**config.mk**
```make
export PLATFORM = sky130hd
export DESIGN_NAME = gfs_sequencer
export DESIGN_NICKNAME = d
export VERILOG_FILES = /design/src/core/gfs_pkg.sv /design/src/core/gfs_sequencer.sv
export SDC_FILE = /design/constraint.sdc
export NUM_CORES = 1
export LEC_CHECK = 0
export ABC_AREA = 1
export BUFFER_PORTS_ARGS = -buffer_cell sky130_fd_sc_hd__buf_2
export CAP_MARGIN = 20
export CORE_ASPECT_RATIO = 0.5
export CORE_UTILIZATION = 43
export CTS_CLUSTER_DIAMETER = 30
export CTS_CLUSTER_SIZE = 10
export DETAILED_ROUTE_END_ITERATION = 16
export PLACE_DENSITY = 0.59
export SKIP_CTS_REPAIR_TIMING = 1
export SYNTH_ARGS = -nofsm -noshare
export SYNTH_HDL_FRONTEND = slang
export SYNTH_SLANG_ARGS = --single-unit
```
**constraint.sdc**
```tcl
create_clock -name sys_clk_i -period 4 [get_ports sys_clk_i]
set_input_delay 0.4 -clock sys_clk_i [delete_from_list [all_inputs] [get_ports sys_clk_i]]
set_output_delay 0.4 -clock sys_clk_i [all_outputs]
set_load 0.005 [all_outputs]
```
**src/core/gfs_pkg.sv**
```systemverilog
// Package for the gate firing self-test sequencer.
// Holds event codes, fire patterns, timing counts, state and carrier types.
// Assumes a single 100 MHz controller clock shared by every user of it.
package gfs_pkg;

  // ==========================================================================
  // Clock and timing
  // ==========================================================================
  localparam int unsigned CLK_FREQ_HZ   = 100_000_000;        // Controller clock rate
  localparam int unsigned CYC_PER_MS    = CLK_FREQ_HZ / 1000; // Cycles in one millisecond
  localparam int unsigned STEP_TIME_MS  = 10_000;             // Default length of one test step
  localparam int unsigned STEP_CYCLES   = STEP_TIME_MS * CYC_PER_MS; // Step length in cycles

  // ==========================================================================
  // Event log codes
  // ==========================================================================
  localparam logic [7:0] EVT_ENTERED    = 8'hc1; // Standard self-test entered (193)
  localparam logic [7:0] EVT_PASSED     = 8'hc3; // Self-test passed (195)
  localparam logic [7:0] FLT_DISCONNECT = 8'h3c; // Fault: isolating switch closed mid-test
  localparam logic [7:0] FLT_LINE_POWER = 8'h3d; // Fault: line power seen mid-test
  localparam logic [7:0] FLT_CMD_GONE   = 8'h3e; // Fault: self-test command withdrawn

  // ==========================================================================
  // Gate order and string positions
  // ==========================================================================
  localparam int unsigned NUM_GATES  = 6;           // Gate strings / sequential steps
  localparam int unsigned NUM_PHASES = 3;           // Phases of the starter
  localparam logic [2:0]  LAST_STEP  = 3'h5;        // Index of the final sequential step
  localparam logic [5:0]  POS_ODD    = 6'h15;       // Positions A, C, E (bit 0 is A)
  localparam logic [5:0]  POS_EVEN   = 6'h2a;       // Positions B, D, F
  localparam logic [5:0]  POS_NO_EF  = 6'h0f;       // Lower voltage build drops E and F
  localparam logic [5:0]  NO_GATES   = 6'h00;       // Every position off
  localparam logic [17:0] GATE_ORDER = 18'h0c55e;   // Gate numbers 6,3,5,2,4,1, first in low bits

  // ==========================================================================
  // Types
  // ==========================================================================
  // Sequencer states, Gray coded along the main path
  typedef enum logic [2:0] {
    ST_IDLE   = 3'h0,
    ST_PROMPT = 3'h1,
    ST_SEQ    = 3'h3,
    ST_ALL    = 3'h2,
    ST_PASS   = 3'h6,
    ST_RESET  = 3'h7,
    ST_DONE   = 3'h5,
    ST_ABORT  = 3'h4
  } gfs_state_e;

  // What the status display is told to show
  typedef enum logic [2:0] {
    DSP_HOME     = 3'h0,
    DSP_OPEN_SW  = 3'h1,
    DSP_GATE_ON  = 3'h2,
    DSP_ALL_ON   = 3'h3,
    DSP_PASSED   = 3'h4,
    DSP_CANCEL   = 3'h5
  } gfs_disp_e;

  // Fire pattern: per phase, six series positions A..F
  typedef logic [NUM_PHASES-1:0][5:0] gfs_fire_t;

  // Display message with gate number
  typedef struct packed {
    gfs_disp_e  mode;   // Message selector
    logic [2:0] gate;   // Gate string number 1..6, zero when none
  } gfs_disp_s;

  // One event log entry
  typedef struct packed {
    logic        valid; // One-cycle strobe
    logic [7:0]  code;  // Event or fault number
    logic [31:0] stamp; // Timestamp in clock cycles
  } gfs_log_s;

endpackage

```
**src/core/gfs_sequencer.sv**
```systemverilog
// Gate firing self-test sequencer: steps the six gate strings one at a time,
// then all together, logs pass or cancel events and, after a pass, requests a system reset.
// Assumes the pushbutton and safety inputs are asynchronous pins and that the
// gate driver cards act on the fire pattern level directly.
//
// Operation
// Fire gates singly in order 6,3,5,2,4,1
// Map each gate to one phase string half
// Show self-test mode and current gate number
// Advance press ends step, moves to next
// Lower voltage build omits E and F positions
// Then fire all gates, show all-on message
// Press in all-gates step finishes the test
// On completion log 195, then reset system
// Abort on switch, line power, command loss
// Fault entries carry only code and timestamp
// On entry log 193, prompt if switch closed
// Each step ends itself after its duration
// Gates off outside steps and after abort
// Cancel within one clock, no further firing; gates drop three edges after the input changes
module gfs_sequencer
  import gfs_pkg::*;
#(
  parameter int unsigned STEP_LEN = STEP_CYCLES  // Step length in cycles, shorten in simulation
)
(
  input  wire logic      sys_clk_i,                   // Controller clock, 100 MHz
  input  wire logic      resetn_i,                    // Synchronous reset, active low
  input  wire logic      standard_selftest_command_i, // Self-test command level, async
  input  wire logic      advance_btn_i,               // Operator advance pushbutton, async
  input  wire logic      disconnect_closed_i,         // Isolating switch closed, async
  input  wire logic      line_power_i,                // Line voltage present, async
  input  wire logic      low_voltage_build_i,         // Lower voltage build strap, async
  output gfs_fire_t      gate_fire_o,                 // Per-phase position fire pattern
  output logic [5:0]     gate_on_o,                   // Gate string n energised on bit n-1
  output gfs_disp_s      disp_o,                      // Display message
  output gfs_log_s       log_o,                       // Event log entry strobe
  output logic           sys_reset_req_o,             // One-cycle system reset request
  output logic           test_active_o                // Self-test in progress
);

  // ==========================================================================
  // Decoding helpers
  // ==========================================================================
  // Gate number for a sequential step index
  function automatic logic [2:0] gate_of_step(input logic [2:0] idx);
    logic [2:0] g;
    g = 3'h0;
    for (int i = 0; i < NUM_GATES; i++)
    begin
      if (idx == 3'(i))
      begin
        g = GATE_ORDER[3*i +: 3];
      end
    end
    return g;
  endfunction

  // Fire pattern for one gate string
  function automatic gfs_fire_t fire_of_gate(input logic [2:0] gate, input logic low_v);
    gfs_fire_t  f;
    logic [5:0] pos;
    f   = '0;
    pos = gate[0] ? POS_ODD : POS_EVEN;
    if (low_v)
    begin
      pos = pos & POS_NO_EF;
    end
    // Gates 6,3 on phase 1; 5,2 on phase 2; 4,1 on phase 3
    unique case (gate)
      3'h6, 3'h3: f[0] = pos;
      3'h5, 3'h2: f[1] = pos;
      3'h4, 3'h1: f[2] = pos;
      default:    f    = '0;                             // Zero and seven fire nothing
    endcase
    return f;
  endfunction

  // Pattern with every gate string fired, built by a generate loop
  gfs_fire_t all_fire;                                   // All strings on
  gfs_fire_t all_fire_lo;                                // All strings on, lower voltage
  genvar gi;
  generate
    for (gi = 0; gi < NUM_PHASES; gi++)
    begin : g_all
      assign all_fire[gi]    = POS_ODD | POS_EVEN;
      assign all_fire_lo[gi] = (POS_ODD | POS_EVEN) & POS_NO_EF;
    end
  endgenerate

  // ==========================================================================
  // State
  // ==========================================================================
  typedef struct packed {
    logic [4:0]  sync1;    // First synchroniser stage, read only by sync2
    logic [4:0]  sync2;    // Second stage: cmd, btn, disc, line, lowv
    logic        btn_prev; // Previous button level for edge detection
    gfs_state_e  state;    // Sequencer state
    logic [2:0]  step;     // Sequential step index 0..5
    logic [31:0] timer;    // Cycles left in current step
    logic [31:0] now;      // Free running timestamp
    gfs_fire_t   fire;     // Registered fire pattern
    logic [5:0]  gate_on;  // Registered gate-on flags
    gfs_disp_s   disp;     // Registered display message
    gfs_log_s    log;      // Registered log strobe
    logic        rst_req;  // Registered reset request
  } gfs_core_s;

  gfs_core_s core_q;   // Registered state
  gfs_core_s core_d;   // Next state

  // Synchronised input views
  logic cmd;           // Self-test command
  logic btn;           // Pushbutton level
  logic disc;          // Switch closed
  logic line;          // Line power
  logic lowv;          // Lower voltage build
  logic press;         // Pushbutton rising edge
  logic step_done;     // Step ends by press or timeout
  logic unsafe;        // Any abort condition in a running step
  logic [7:0] cause;   // Fault code for the abort

  assign cmd   = core_q.sync2[0];
  assign btn   = core_q.sync2[1];
  assign disc  = core_q.sync2[2];
  assign line  = core_q.sync2[3];
  assign lowv  = core_q.sync2[4];
  assign press = btn & ~core_q.btn_prev;

  // Step ends on a press or when its timer runs out
  assign step_done = press
                   | (core_q.timer == 32'h0000_0000);

  // Abort conditions; switch closed counts only once the test is running
  assign unsafe = ~cmd | line | disc;

  // Cause priority: command loss, then line power, then switch
  always_comb
  begin
    if (~cmd)
    begin
      cause = FLT_CMD_GONE;
    end
    else if (line)
    begin
      cause = FLT_LINE_POWER;
    end
    else
    begin
      cause = FLT_DISCONNECT;
    end
  end

  // ==========================================================================
  // Next state
  // ==========================================================================
  // Fire, gate-on, log strobe and reset request are rebuilt every cycle so any state without firing leaves gates off
  always_comb
  begin
    core_d           = core_q;
    core_d.sync1     = {low_voltage_build_i, line_power_i, disconnect_closed_i,
                        advance_btn_i, standard_selftest_command_i};
    core_d.sync2     = core_q.sync1;
    core_d.btn_prev  = btn;
    core_d.now       = core_q.now + 32'h0000_0001;
    core_d.fire      = '0;
    core_d.gate_on   = NO_GATES;
    core_d.log.valid = 1'b0;
    core_d.rst_req   = 1'b0;
    if (core_q.timer != 32'h0000_0000)
    begin
      core_d.timer = core_q.timer - 32'h0000_0001;
    end

    unique case (core_q.state)
      // Wait for the command to be raised
      ST_IDLE:
      begin
        core_d.disp = '{mode: DSP_HOME, gate: 3'h0};
        if (cmd)
        begin
          core_d.log   = '{valid: 1'b1, code: EVT_ENTERED, stamp: core_q.now};
          core_d.state = ST_PROMPT;
        end
      end

      // Hold until the isolating switch is open
      ST_PROMPT:
      begin
        if (~cmd | line)
        begin
          core_d.log   = '{valid: 1'b1, code: cause, stamp: core_q.now};
          core_d.disp  = '{mode: DSP_CANCEL, gate: 3'h0};
          core_d.state = ST_ABORT;
        end
        else if (disc)
        begin
          core_d.disp = '{mode: DSP_OPEN_SW, gate: 3'h0};
        end
        else
        begin
          core_d.step    = 3'h0;
          core_d.timer   = STEP_LEN;
          core_d.fire    = fire_of_gate(gate_of_step(3'h0), lowv);
          core_d.gate_on = 6'h01 << (gate_of_step(3'h0) - 3'h1);
          core_d.disp    = '{mode: DSP_GATE_ON, gate: gate_of_step(3'h0)};
          core_d.state   = ST_SEQ;
        end
      end

      // One gate string at a time
      ST_SEQ:
      begin
        if (unsafe)
        begin
          // Gates already cleared above, so the drive stops on the next edge
          core_d.log   = '{valid: 1'b1, code: cause, stamp: core_q.now};
          core_d.disp  = '{mode: DSP_CANCEL, gate: 3'h0};
          core_d.state = ST_ABORT;
        end
        else if (step_done && core_q.step == LAST_STEP)
        begin
          core_d.timer = STEP_LEN;
          core_d.fire  = lowv ? all_fire_lo : all_fire;
          core_d.gate_on = 6'h3f;
          core_d.disp  = '{mode: DSP_ALL_ON, gate: 3'h0};
          core_d.state = ST_ALL;
        end
        else
        begin
          if (step_done)
          begin
            core_d.step  = core_q.step + 3'h1;
            core_d.timer = STEP_LEN;
          end
          core_d.fire    = fire_of_gate(gate_of_step(core_d.step), lowv);
          core_d.gate_on = 6'h01 << (gate_of_step(core_d.step) - 3'h1);
          core_d.disp    = '{mode: DSP_GATE_ON, gate: gate_of_step(core_d.step)};
        end
      end

      // Every gate string together
      ST_ALL:
      begin
        if (unsafe)
        begin
          core_d.log   = '{valid: 1'b1, code: cause, stamp: core_q.now};
          core_d.disp  = '{mode: DSP_CANCEL, gate: 3'h0};
          core_d.state = ST_ABORT;
        end
        else if (step_done)
        begin
          // Leave the all-on message behind with the gates, never show it while dark
          core_d.disp  = '{mode: DSP_PASSED, gate: 3'h0};
          core_d.state = ST_PASS;
        end
        else
        begin
          core_d.fire    = lowv ? all_fire_lo : all_fire;
          core_d.gate_on = 6'h3f;
        end
      end

      // Record the pass, reset follows next cycle
      ST_PASS:
      begin
        core_d.log   = '{valid: 1'b1, code: EVT_PASSED, stamp: core_q.now};
        core_d.disp  = '{mode: DSP_PASSED, gate: 3'h0};
        core_d.state = ST_RESET;
      end

      // Issue the system reset request
      ST_RESET:
      begin
        core_d.rst_req = 1'b1;
        core_d.state   = ST_DONE;
      end

      // Passed or cancelled: gates stay off until the command drops
      ST_DONE, ST_ABORT:
      begin
        if (~cmd)
        begin
          core_d.disp  = '{mode: DSP_HOME, gate: 3'h0};
          core_d.state = ST_IDLE;
        end
      end
    endcase
  end

  // ==========================================================================
  // Registers
  // ==========================================================================
  always_ff @(posedge sys_clk_i)
  begin
    if (!resetn_i)
    begin
      core_q <= '{state: ST_IDLE, disp: '{mode: DSP_HOME, gate: 3'h0}, default: '0};
    end
    else
    begin
      core_q <= core_d;
    end
  end

  // ==========================================================================
  // Outputs
  // ==========================================================================
  assign gate_fire_o     = core_q.fire;
  assign gate_on_o       = core_q.gate_on;
  assign disp_o          = core_q.disp;
  assign log_o           = core_q.log;
  assign sys_reset_req_o = core_q.rst_req;
  assign test_active_o   = (core_q.state == ST_SEQ) | (core_q.state == ST_ALL);

endmodule

```
==> results of run 1 <==
[per-stage QoR]
stage	utilization, %	power [mW]	instance area [um^2]	setup WS, ps
after floorplan	-	3.39	6970	2080
after global placement	44.6	3.68	6970	1330
after detailed placement	44.6	3.70	6970	1210
after CTS	48.5	5.31	7570	1200
after global routing	48.5	5.69	7570	846
final	48.5	5.29	7570	1230
[final cells by class]
cell class              count  area, um^2
clock inverters            15         171
repair buffers             81         410
multi-input cells         624        2960
well taps                 204         255
inverters                 128         480
fillers                  1603        8050
flip-flops and latches    143        2860
clock buffers              17         425
[Yosys cell counts (5+ instances only)]
library cell / n
buf_4: 71
inv_1: 122
nand2_1: 204
o211ai_1: 6
buf_2: 6
clkbuf_1: 12
inv_2: 5
dfxtp_1: 143
o21ai_0: 43
xnor2_1: 7
a21oi_1: 69
xor2_1: 13
nand4_1: 23
nor2_2: 11
nor2_1: 132
nor4_1: 7
nor3_1: 29
nand2_2: 5
nand3_1: 42
[worst paths after layout]
path / to / from / cells after the start
worst max-delay path: log_o[32] / core_q[139] / 10
worst min-delay path: core_d[143] / standard_selftest_command_i / 3
worst max register to register: log_o[32] / core_q[139] / 10
worst min register to register: core_q[146] / core_d[146] / 2
[report_power, final]
part | leakage, nW | total (mW) | internal (mW) | switching [mW]
Sequential | 1.16 | 1.81 | 1.64 | 0.178
Clock | 0.294 | 1.60 | 0.891 | 0.711
Combinational | 2.18 | 1.87 | 0.640 | 1.23
[cell families (layout without fill, tap and decap cells)]
| kind of cell | Yosys count | after routing |
|---|---|---|
| compound gates | 134 | 134 |
| xor+xnor | 20 | 20 |
| fa+ha+maj | 4 | 4 |
| buf+inv | 224 | 241 |
| flops | 143 | 143 |
| simple gates | 466 | 466 |
[flip-flops by register name, summed over array words and instances (netlist names)]
signal and cells:
disp_o 6, core_d 5, btn 1, cmd 1, log_o 37, gate_fire_o 12, gate_on_o 6, sys_reset_req_o 1
core_q 74
[critical path, stage by stage, from the launching register on]
cell and delay [ps]:
dfxtp_1 390, inv_2 60, nor2_2 440, nand2_1 310, nand2_1 190, nand2_1 70
nand2_1 130, nor2_2 130, inv_2 620, o21ai_0 150, a21oi_1 180
[per-layer routing]
metal | vias to the layer above | part of all wire [%] | global-route usage (%)
li1 | 3092 | - | -
met1 | 2693 | 48 | 24.2
met2 | 119 | 47 | 32.9
met3 | 16 | 4.7 | 4.85
met4 | 0 | 1.0 | 6.51
met5 | - | 0 | 0
==> reports/qor.yml, run 1 <==
placement:
  port_buffers: 79
  hpwl_mm: 11.1
  dp.cells: 1180
  gp_congestion: 0.900
synthesis:
  synth_top_area_share_pct: 41.1
  async_flop_share_pct: 0
  synth_top_family_by_area: "simple AND/OR/NAND/NOR gates"
  ys_types: 39
  muxShareOfSynthArea_pct: 0
  synth-xor-area-share_pct: 2.51
  syn_area_mm2: 0.00697
  yosys_warnings: 0
  synth_edf_count: 0
  syn-instance-count: 991
  yosys-top-cells-area: "dfxtp_1 41%, nand2_1 11%, buf_4 7.6%, nor2_1 7.1%, inv_1 6.6%"
  synth_top_area_cell: "dfxtp_1"
  synth_flop_cell: "dfxtp_1"
  synth-compound-area-share_pct: 10.5
  syn_nets: 1002
  synthSimpleGateAreaFrac_pct: 28.8
  ys_seq_elements: 143
  synthAdderAreaFrac_pct: 0.718
  ys_seq_area_share_pct: 41.1
  syn_area_per_cell_um2: 7.03
finish:
  diodes: 0
  drive_gt1_share_pct: 14.3
  syn2layout_area_growth_pct: 8.58
  final_cell_mix: "204 x nand2_1, 143 x dfxtp_1, 132 x nor2_1, 122 x inv_1, 79 x buf_2"
  final_cells: 1212
  nets: 1006
  layout_commonest_cell: "nand2_1"
critical_path:
  worstSetupStartpointType: "flip-flop"
  crit_path_end_kind: "flip-flop"
  worstSetupPathType: "flip-flop to flip-flop"
  cp_max_fo: 57
  critPathRequiredTime_ps: 4340
  reg2reg_slack_ps: 1230
  critical_path_arrival_ps: 3110
routing:
  viasPerCell: 4.88
  wire_per_inst_um: 12.8
  drt_wl_total_mm: 15.5
  drtIter0Drc: 286
  route.detailed.drc: 0
  antenna_left: 0
  drt-pass1-iter-count: 5
  dr_total_vias: 5920
worst_hold_path:
  min_path_type: "input port to flip-flop"
global_routing:
  grt_overflow: 0
  grt_pass1_wl_mm: 26.1
  grt_max_degree: 58
  antenna_found_initial: 0
  track_usage_pct: 19.5
  grt_pass1_vias: 5489
die:
  die_x_um: 182
  rows: 32
  boundaryPins: 80
  start_util_pct: 44.6
  dieArea_mm2: 0.0168
  core_area_mm2: 0.0156
  die_height_um: 92.0
pwr:
  leakage_nw: 3.64
  power_density_mw_per_mm2: 698
  peakVddDrop_v: 0.000322
sta:
  holdWs_ps: 162
  fin_worst_skew_ps: 13.3
  setup_viol: 0
  relSlewSlack_pct: 46.4
  timing.final.crit_share_pct: 69.2
  hold_viol: 0
  period_needed_ps: 2770
  final.setup.tns_ps: 0
  slew_viol_final: 0
  fmax_mhz: 361
  rsz0062_at_grt: "no"
  tightest_slew_ps: 802
clock_tree:
  root_buffer: "clkbuf_16"
  clk_pin_slew_ps: 60
  cts_buffers: 17
  clk_latency_ps: 430
  tritoncts: "yes"
  cts_sinks: 143
  htreeDepth: 4
  cts_buffer_depth: 2
job:
  max_cap_violations: 0
status:
  run_status: "complete, no violations"
Note: power is estimated with default switching activity, not from simulation.
==> run 2, diff against run 1 <==
==> constraint.sdc (replaced) <==
create_clock -name sys_clk_i -period 2.7 [get_ports sys_clk_i]
set_input_delay 0.27 -clock sys_clk_i [delete_from_list [all_inputs] [get_ports sys_clk_i]]
set_output_delay 0.27 -clock sys_clk_i [all_outputs]
set_load 0.005 [all_outputs]
==> run 2 against run 1 <==
  * Die area stayed put
  * Hold slack worse by 140 ps
  * Clock power is 48% higher
  * Setup slack worse by 930 ps
  * Core utilization is 0.22 points higher
  * Combinational power is 52% higher
  * Final cell count is 0.33% higher
  * Fmax is 15% higher
  * Sequential power is 49% higher
  * Clock skew is 4.5 ps lower
  * Total power is 49% higher
  * Via count is 0.44% lower
==> reports/qor.yml, run 2 (synthesis gave the netlist of run 1 again) <==
routing:
  viasPerCell: 4.85  # -0.77%
  drtIter0Drc: 291  # +1.7%
  wire_per_inst_um: 12.8  # +0.24%
  drt_wl_total_mm: 15.6  # +0.57%
  drt-pass1-iter-count: 5  # unchanged
  antenna_left: 0  # unchanged
  route.detailed.drc: 0  # unchanged
  dr_total_vias: 5894  # -0.44%
finish:
  diodes: 0  # unchanged
  final_cell_mix: "204 x nand2_1, 143 x dfxtp_1, 132 x nor2_1, 122 x inv_1, 79 x buf_2"
  regMostFlops: "core_q"
  largest_reg_flops: 74  # unchanged
  drive_gt1_share_pct: 14.6  # +0.34 points
  nets: 1011  # +0.50%
  layout_commonest_cell: "nand2_1"
  final_cells: 1216  # +0.33%
  syn2layout_area_growth_pct: 9.08
  nFillCells: 1584  # -1.2%
sta:
  slew_viol_final: 0  # unchanged
  fin_worst_skew_ps: 8.85  # -4.49 ps
  tightest_slew_ps: 644  # -159 ps
  hold_viol: 0  # unchanged
  period_needed_ps: 2400  # -369 ps
  rsz0062_at_grt: "no"
  fmax_mhz: 417  # +15%
  final.setup.tns_ps: 0  # unchanged
  setup_viol: 0  # unchanged
  timing.final.crit_share_pct: 88.8  # +20 points
  relSlewSlack_pct: 57.1  # +11 points
critical_path:
  critPathRequiredTime_ps: 2990  # -1350 ps
  critical_path_arrival_ps: 2690  # -420 ps
  crit_path_end_kind: "flip-flop"
  worstSetupPathType: "flip-flop to flip-flop"
  worstSetupStartpointType: "flip-flop"
  cp_max_fo: 13  # -77%
  r2r_cells: 13  # +3
pwr:
  power_density_mw_per_mm2: 1040  # +48%
  p_total_mw: 7.89  # +49%
  leakage_nw: 3.66  # +0.45%
  peakVddDrop_v: 0.000465  # +44%
placement:
  hpwl_mm: 11.1  # +0.34%
  port_buffers: 79  # unchanged
  gp_congestion: 0.887  # -1.4%
  dp.cells: 1185  # +0.42%
die:
  rows: 32  # unchanged
  boundaryPins: 80  # unchanged
  start_util_pct: 44.6  # unchanged
  dieArea_mm2: 0.0168  # unchanged
  core_area_mm2: 0.0156  # unchanged
  die_height_um: 92.0  # unchanged
  die_x_um: 182  # unchanged
clock_tree:
  clk_latency_ps: 430  # about the same
  root_buffer: "clkbuf_16"
  htreeDepth: 4  # unchanged
  tritoncts: "yes"
  cts_buffer_depth: 2  # unchanged
  cts_sinks: 143  # unchanged
  cts_buffers: 17  # unchanged
  clk_pin_slew_ps: 70  # about the same
worst_hold_path:
  hold_depth: 3  # unchanged
  min_path_type: "input port to flip-flop"
global_routing:
  grt_pass1_wl_mm: 26.8  # +2.6%
  grt_overflow: 0  # unchanged
  track_usage_pct: 19.9  # +0.47 points
  grt_max_degree: 57  # -1.7%
  antenna_found_initial: 0  # unchanged
  grt_pass1_vias: 5630  # +2.6%
job:
  max_cap_violations: 0  # unchanged
status:
  run_status: "complete, no violations"
## run 2: metal layers
metal / global-route usage, % / wire length [um]
met4: 6.79 / 152
met5: 0 / 0
met1: 25.3 / 7600
met3: 3.81 / 558
met2: 34.0 / 7270
## run 2: power by group
part | switching [mW] | internal [mW] | total (mW)
Clock | 0.982 | 1.37 | 2.36
Sequential | 0.266 | 2.42 | 2.69
Combinational | 1.85 | 0.984 | 2.84
Total | 3.10 | 4.78 | 7.89
## run 2: worst paths after layout
kind	startpoint	to	slack, ps
setup / recovery	core_q[104]	gate_on_o[1]	300
hold reg to reg	core_d[144]	btn	420
hold / removal	standard_selftest_command_i	core_d[143]	20
setup reg to reg	core_q[104]	gate_on_o[1]	300
## run 2: area by class of cell
class                      instances  area [um^2]  share of cell area, %
clock buffer                      17          425                   5.59
clock inverter                    14          156                   2.06
inverter                         128          480                   6.32
multi-input combinational        624         2960                   39.0
sequential                       143         2860                   37.7
tap                              204          255                   3.36
timing repair buffer              86          460                   6.06
## run 2: metrics by stage
stage	utilization, %	setup WS (ps)	cell area [um^2]	hold slack, ps
floorplan	-	780	6970	368
global placement	45.0	456	7020	397
detailed placement	45.0	364	7020	403
CTS	48.7	360	7600	4.74
global route	48.7	51.3	7600	35.8
finish	48.7	301	7600	20.7
## run 2: worst max-delay path, stage by stage, from the launching register on
cell	delay [ps]
dfxtp_1	320
inv_1	150
ha_1	340
nand2_1	120
nor2_2	150
nand2_1	150
inv_1	100
nand2_2	180
nand3_1	170
nand2_1	140
nand2_1	110
nor2_1	50
nor2_1	210
nor2_1	60
==> run 3, diff against run 2 <==
--- a/config.mk
+++ b/config.mk
@@ -7,7 +7,6 @@
 export LEC_CHECK = 0
 export ABC_AREA = 1
 export BUFFER_PORTS_ARGS = -buffer_cell sky130_fd_sc_hd__buf_2
-export CAP_MARGIN = 20
 export CORE_ASPECT_RATIO = 0.5
 export CORE_UTILIZATION = 43
 export CTS_CLUSTER_DIAMETER = 30
==> constraint.sdc (replaced) <==
create_clock -name sys_clk_i -period 3 [get_ports sys_clk_i]
set_input_delay 0.3 -clock sys_clk_i [delete_from_list [all_inputs] [get_ports sys_clk_i]]
set_output_delay 0.3 -clock sys_clk_i [all_outputs]
set_load 0.005 [all_outputs]
==> run 3 against run 2 <==
  * Sequential cell count unchanged
  * Via count up 0.63%
  * Hold slack better by 49 ps
  * Largest power group unchanged
==> reports/qor.yml, run 3 (synthesis gave the netlist of run 1 again) <==
sta:
  rsz0062_at_grt: "no"
  timing.final.crit_share_pct: 83.9  # -4.9 points
  setup_viol: 0  # unchanged
  fmax_mhz: 397  # -4.7%
  final.setup.tns_ps: 0  # unchanged
  slew_viol_final: 0  # unchanged
  period_needed_ps: 2520  # +119 ps
  hold_viol: 0  # unchanged
  fin_worst_skew_ps: 15.3  # +6.43 ps
  relSlewSlack_pct: 58.0  # +0.92 points
  tightest_slew_ps: 630  # -13.7 ps
global_routing:
  grt_overflow: 0  # unchanged
  track_usage_pct: 19.7  # -0.21 points
  grt_pass1_wl_mm: 26.5  # -1.4%
  grt_max_degree: 58  # +1.8%
  grt_pass1_vias: 5653  # +0.41%
  antenna_found_initial: 0  # unchanged
worst_hold_path:
  min_path_type: "input port to flip-flop"
  hold_depth: 3  # unchanged
  min_to: "core_d[144]"
  hold_path_startpoint: "advance_btn_i"
finish:
  layout_commonest_cell: "nand2_1"
  regMostFlops: "core_q"
  nFillCells: 1582  # -0.13%
  drive_gt1_share_pct: 14.3  # -0.37 points
  final_cell_mix: "204 x nand2_1, 143 x dfxtp_1, 132 x nor2_1, 122 x inv_1, 79 x buf_2"
  largest_reg_flops: 74  # unchanged
  syn2layout_area_growth_pct: 8.11
  nets: 1008  # -0.30%
  ff_latch_area_mm2: 0.00286  # unchanged
  diodes: 0  # unchanged
  multi_input_area_mm2: 0.00296  # unchanged
  final_cells: 1214  # -0.16%
clock_tree:
  clk_pin_slew_ps: 60  # about the same
  clk_latency_ps: 420  # about the same
  cts_buffer_depth: 2  # unchanged
  cts_buffers: 17  # unchanged
  root_buffer: "clkbuf_16"
  htreeDepth: 4  # unchanged
  tritoncts: "yes"
  cts_sinks: 143  # unchanged
critical_path:
  r2r_start: "core_q[104]"
  worstSetupStartpointType: "flip-flop"
  r2r_cells: 13  # unchanged
  reg2reg_slack_ps: 480  # +180 ps
  cp_max_fo: 18  # +5
  r2r_end: "disp_o[1]"
  worstSetupPathType: "flip-flop to flip-flop"
  critical_path_arrival_ps: 2830  # +140 ps
  crit_path_end_kind: "flip-flop"
  critPathRequiredTime_ps: 3320  # +330 ps
status:
  run_status: "complete, no violations"
routing:
  route.detailed.drc: 0  # unchanged
  drt_wl_total_mm: 15.4  # -1.1%
  antenna_left: 0  # unchanged
  dr_total_vias: 5931  # +0.63%
  viasPerCell: 4.89  # +0.79%
  drt-pass1-iter-count: 5  # unchanged
  wire_per_inst_um: 12.7  # -0.96%
  drtIter0Drc: 441  # +52%
die:
  boundaryPins: 80  # unchanged
  die_x_um: 182  # unchanged
  die_height_um: 92.0  # unchanged
  start_util_pct: 44.6  # unchanged
  rows: 32  # unchanged
  core_area_mm2: 0.0156  # unchanged
  dieArea_mm2: 0.0168  # unchanged
placement:
  hpwl_mm: 10.8  # -2.7%
  port_buffers: 79  # unchanged
  gp_congestion: 0.923  # +4.1%
  dp.cells: 1182  # -0.25%
pwr:
  leakage_nw: 3.62  # -1.1%
  power_density_mw_per_mm2: 920  # -11%
  peakVddDrop_v: 0.000416  # -11%
job:
  max_cap_violations: 0  # unchanged
[run 3: cell types whose count changed in the layout (fill, tap and decap cells not counted), sizes merged]
| cell | change |
|---|---|
| buf | -3 |
| bufinv | -2 |
| clkbuf | +2 |
| clkinv | -1 |
| clkinvlp | +1 |
| inv | +1 |
[run 3: final cells by class]
type	instances	area share, %
multi-input cells	624	39.3
flip-flops and latches	143	38.0
inverters	128	6.38
repair buffers	83	5.81
clock buffers	19	5.74
well taps	204	3.39
clock inverters	13	1.38
[run 3: report_power, final]
group | leakage, nW | internal, mW | switching, mW
Combinational | 2.19 | 0.874 | 1.67
Sequential | 1.16 | 2.18 | 0.235
Clock | 0.259 | 1.08 | 0.888
Total | 3.62 | 4.13 | 2.80
[run 3: worst max-delay path by stage]
stage | to | slack, ps | startpoint | depth (start not counted)
finish | disp_o[1] | 480 | core_q[104] | 13
global placement | disp_o[2] | 660 | core_q[104] | 13
CTS | disp_o[2] | 550 | core_q[104] | 13
detailed placement | disp_o[1] | 570 | core_q[104] | 13
global route | disp_o[1] | 250 | core_q[104] | 13
floorplan | gate_fire_o[16] | 1080 | core_q[104] | 14
[run 3: per-stage QoR]
stage | instance area (um^2) | power, mW | util, % | hold slack [ps] | setup slack (ps)
after floorplan | 6970 | 4.52 | - | 390 | 1080
after detailed placement | 7000 | 4.96 | 44.8 | 399 | 569
after CTS | 7540 | 6.94 | 48.3 | 49.1 | 546
final | 7540 | 6.93 | 48.3 | 69.4 | 482
after global routing | 7540 | 7.49 | 48.3 | 79.9 | 245
after global placement | 7000 | 4.95 | 44.8 | 393 | 661
[run 3: layer usage]
layer / track usage [%] / vias to the layer above / share of wire, %
li1: - / 3083 / -
met1: 24.9 / 2692 / 48
met2: 32.9 / 129 / 47
met3: 4.25 / 27 / 4.0
met4: 7.91 / 0 / 1.5
met5: 0 / - / 0
[run 3: critical path, cell delays in order, from the launching register on]
cell     delay, ps
dfxtp_1        330
inv_1          150
ha_1           340
nand2_1        140
nor2_2         140
nand2_1        120
inv_1           90
nand2_2        240
nand3_1        310
nand3_1        260
nand2_1        130
nand3_1         80
nand2_1         60
inv_1           40
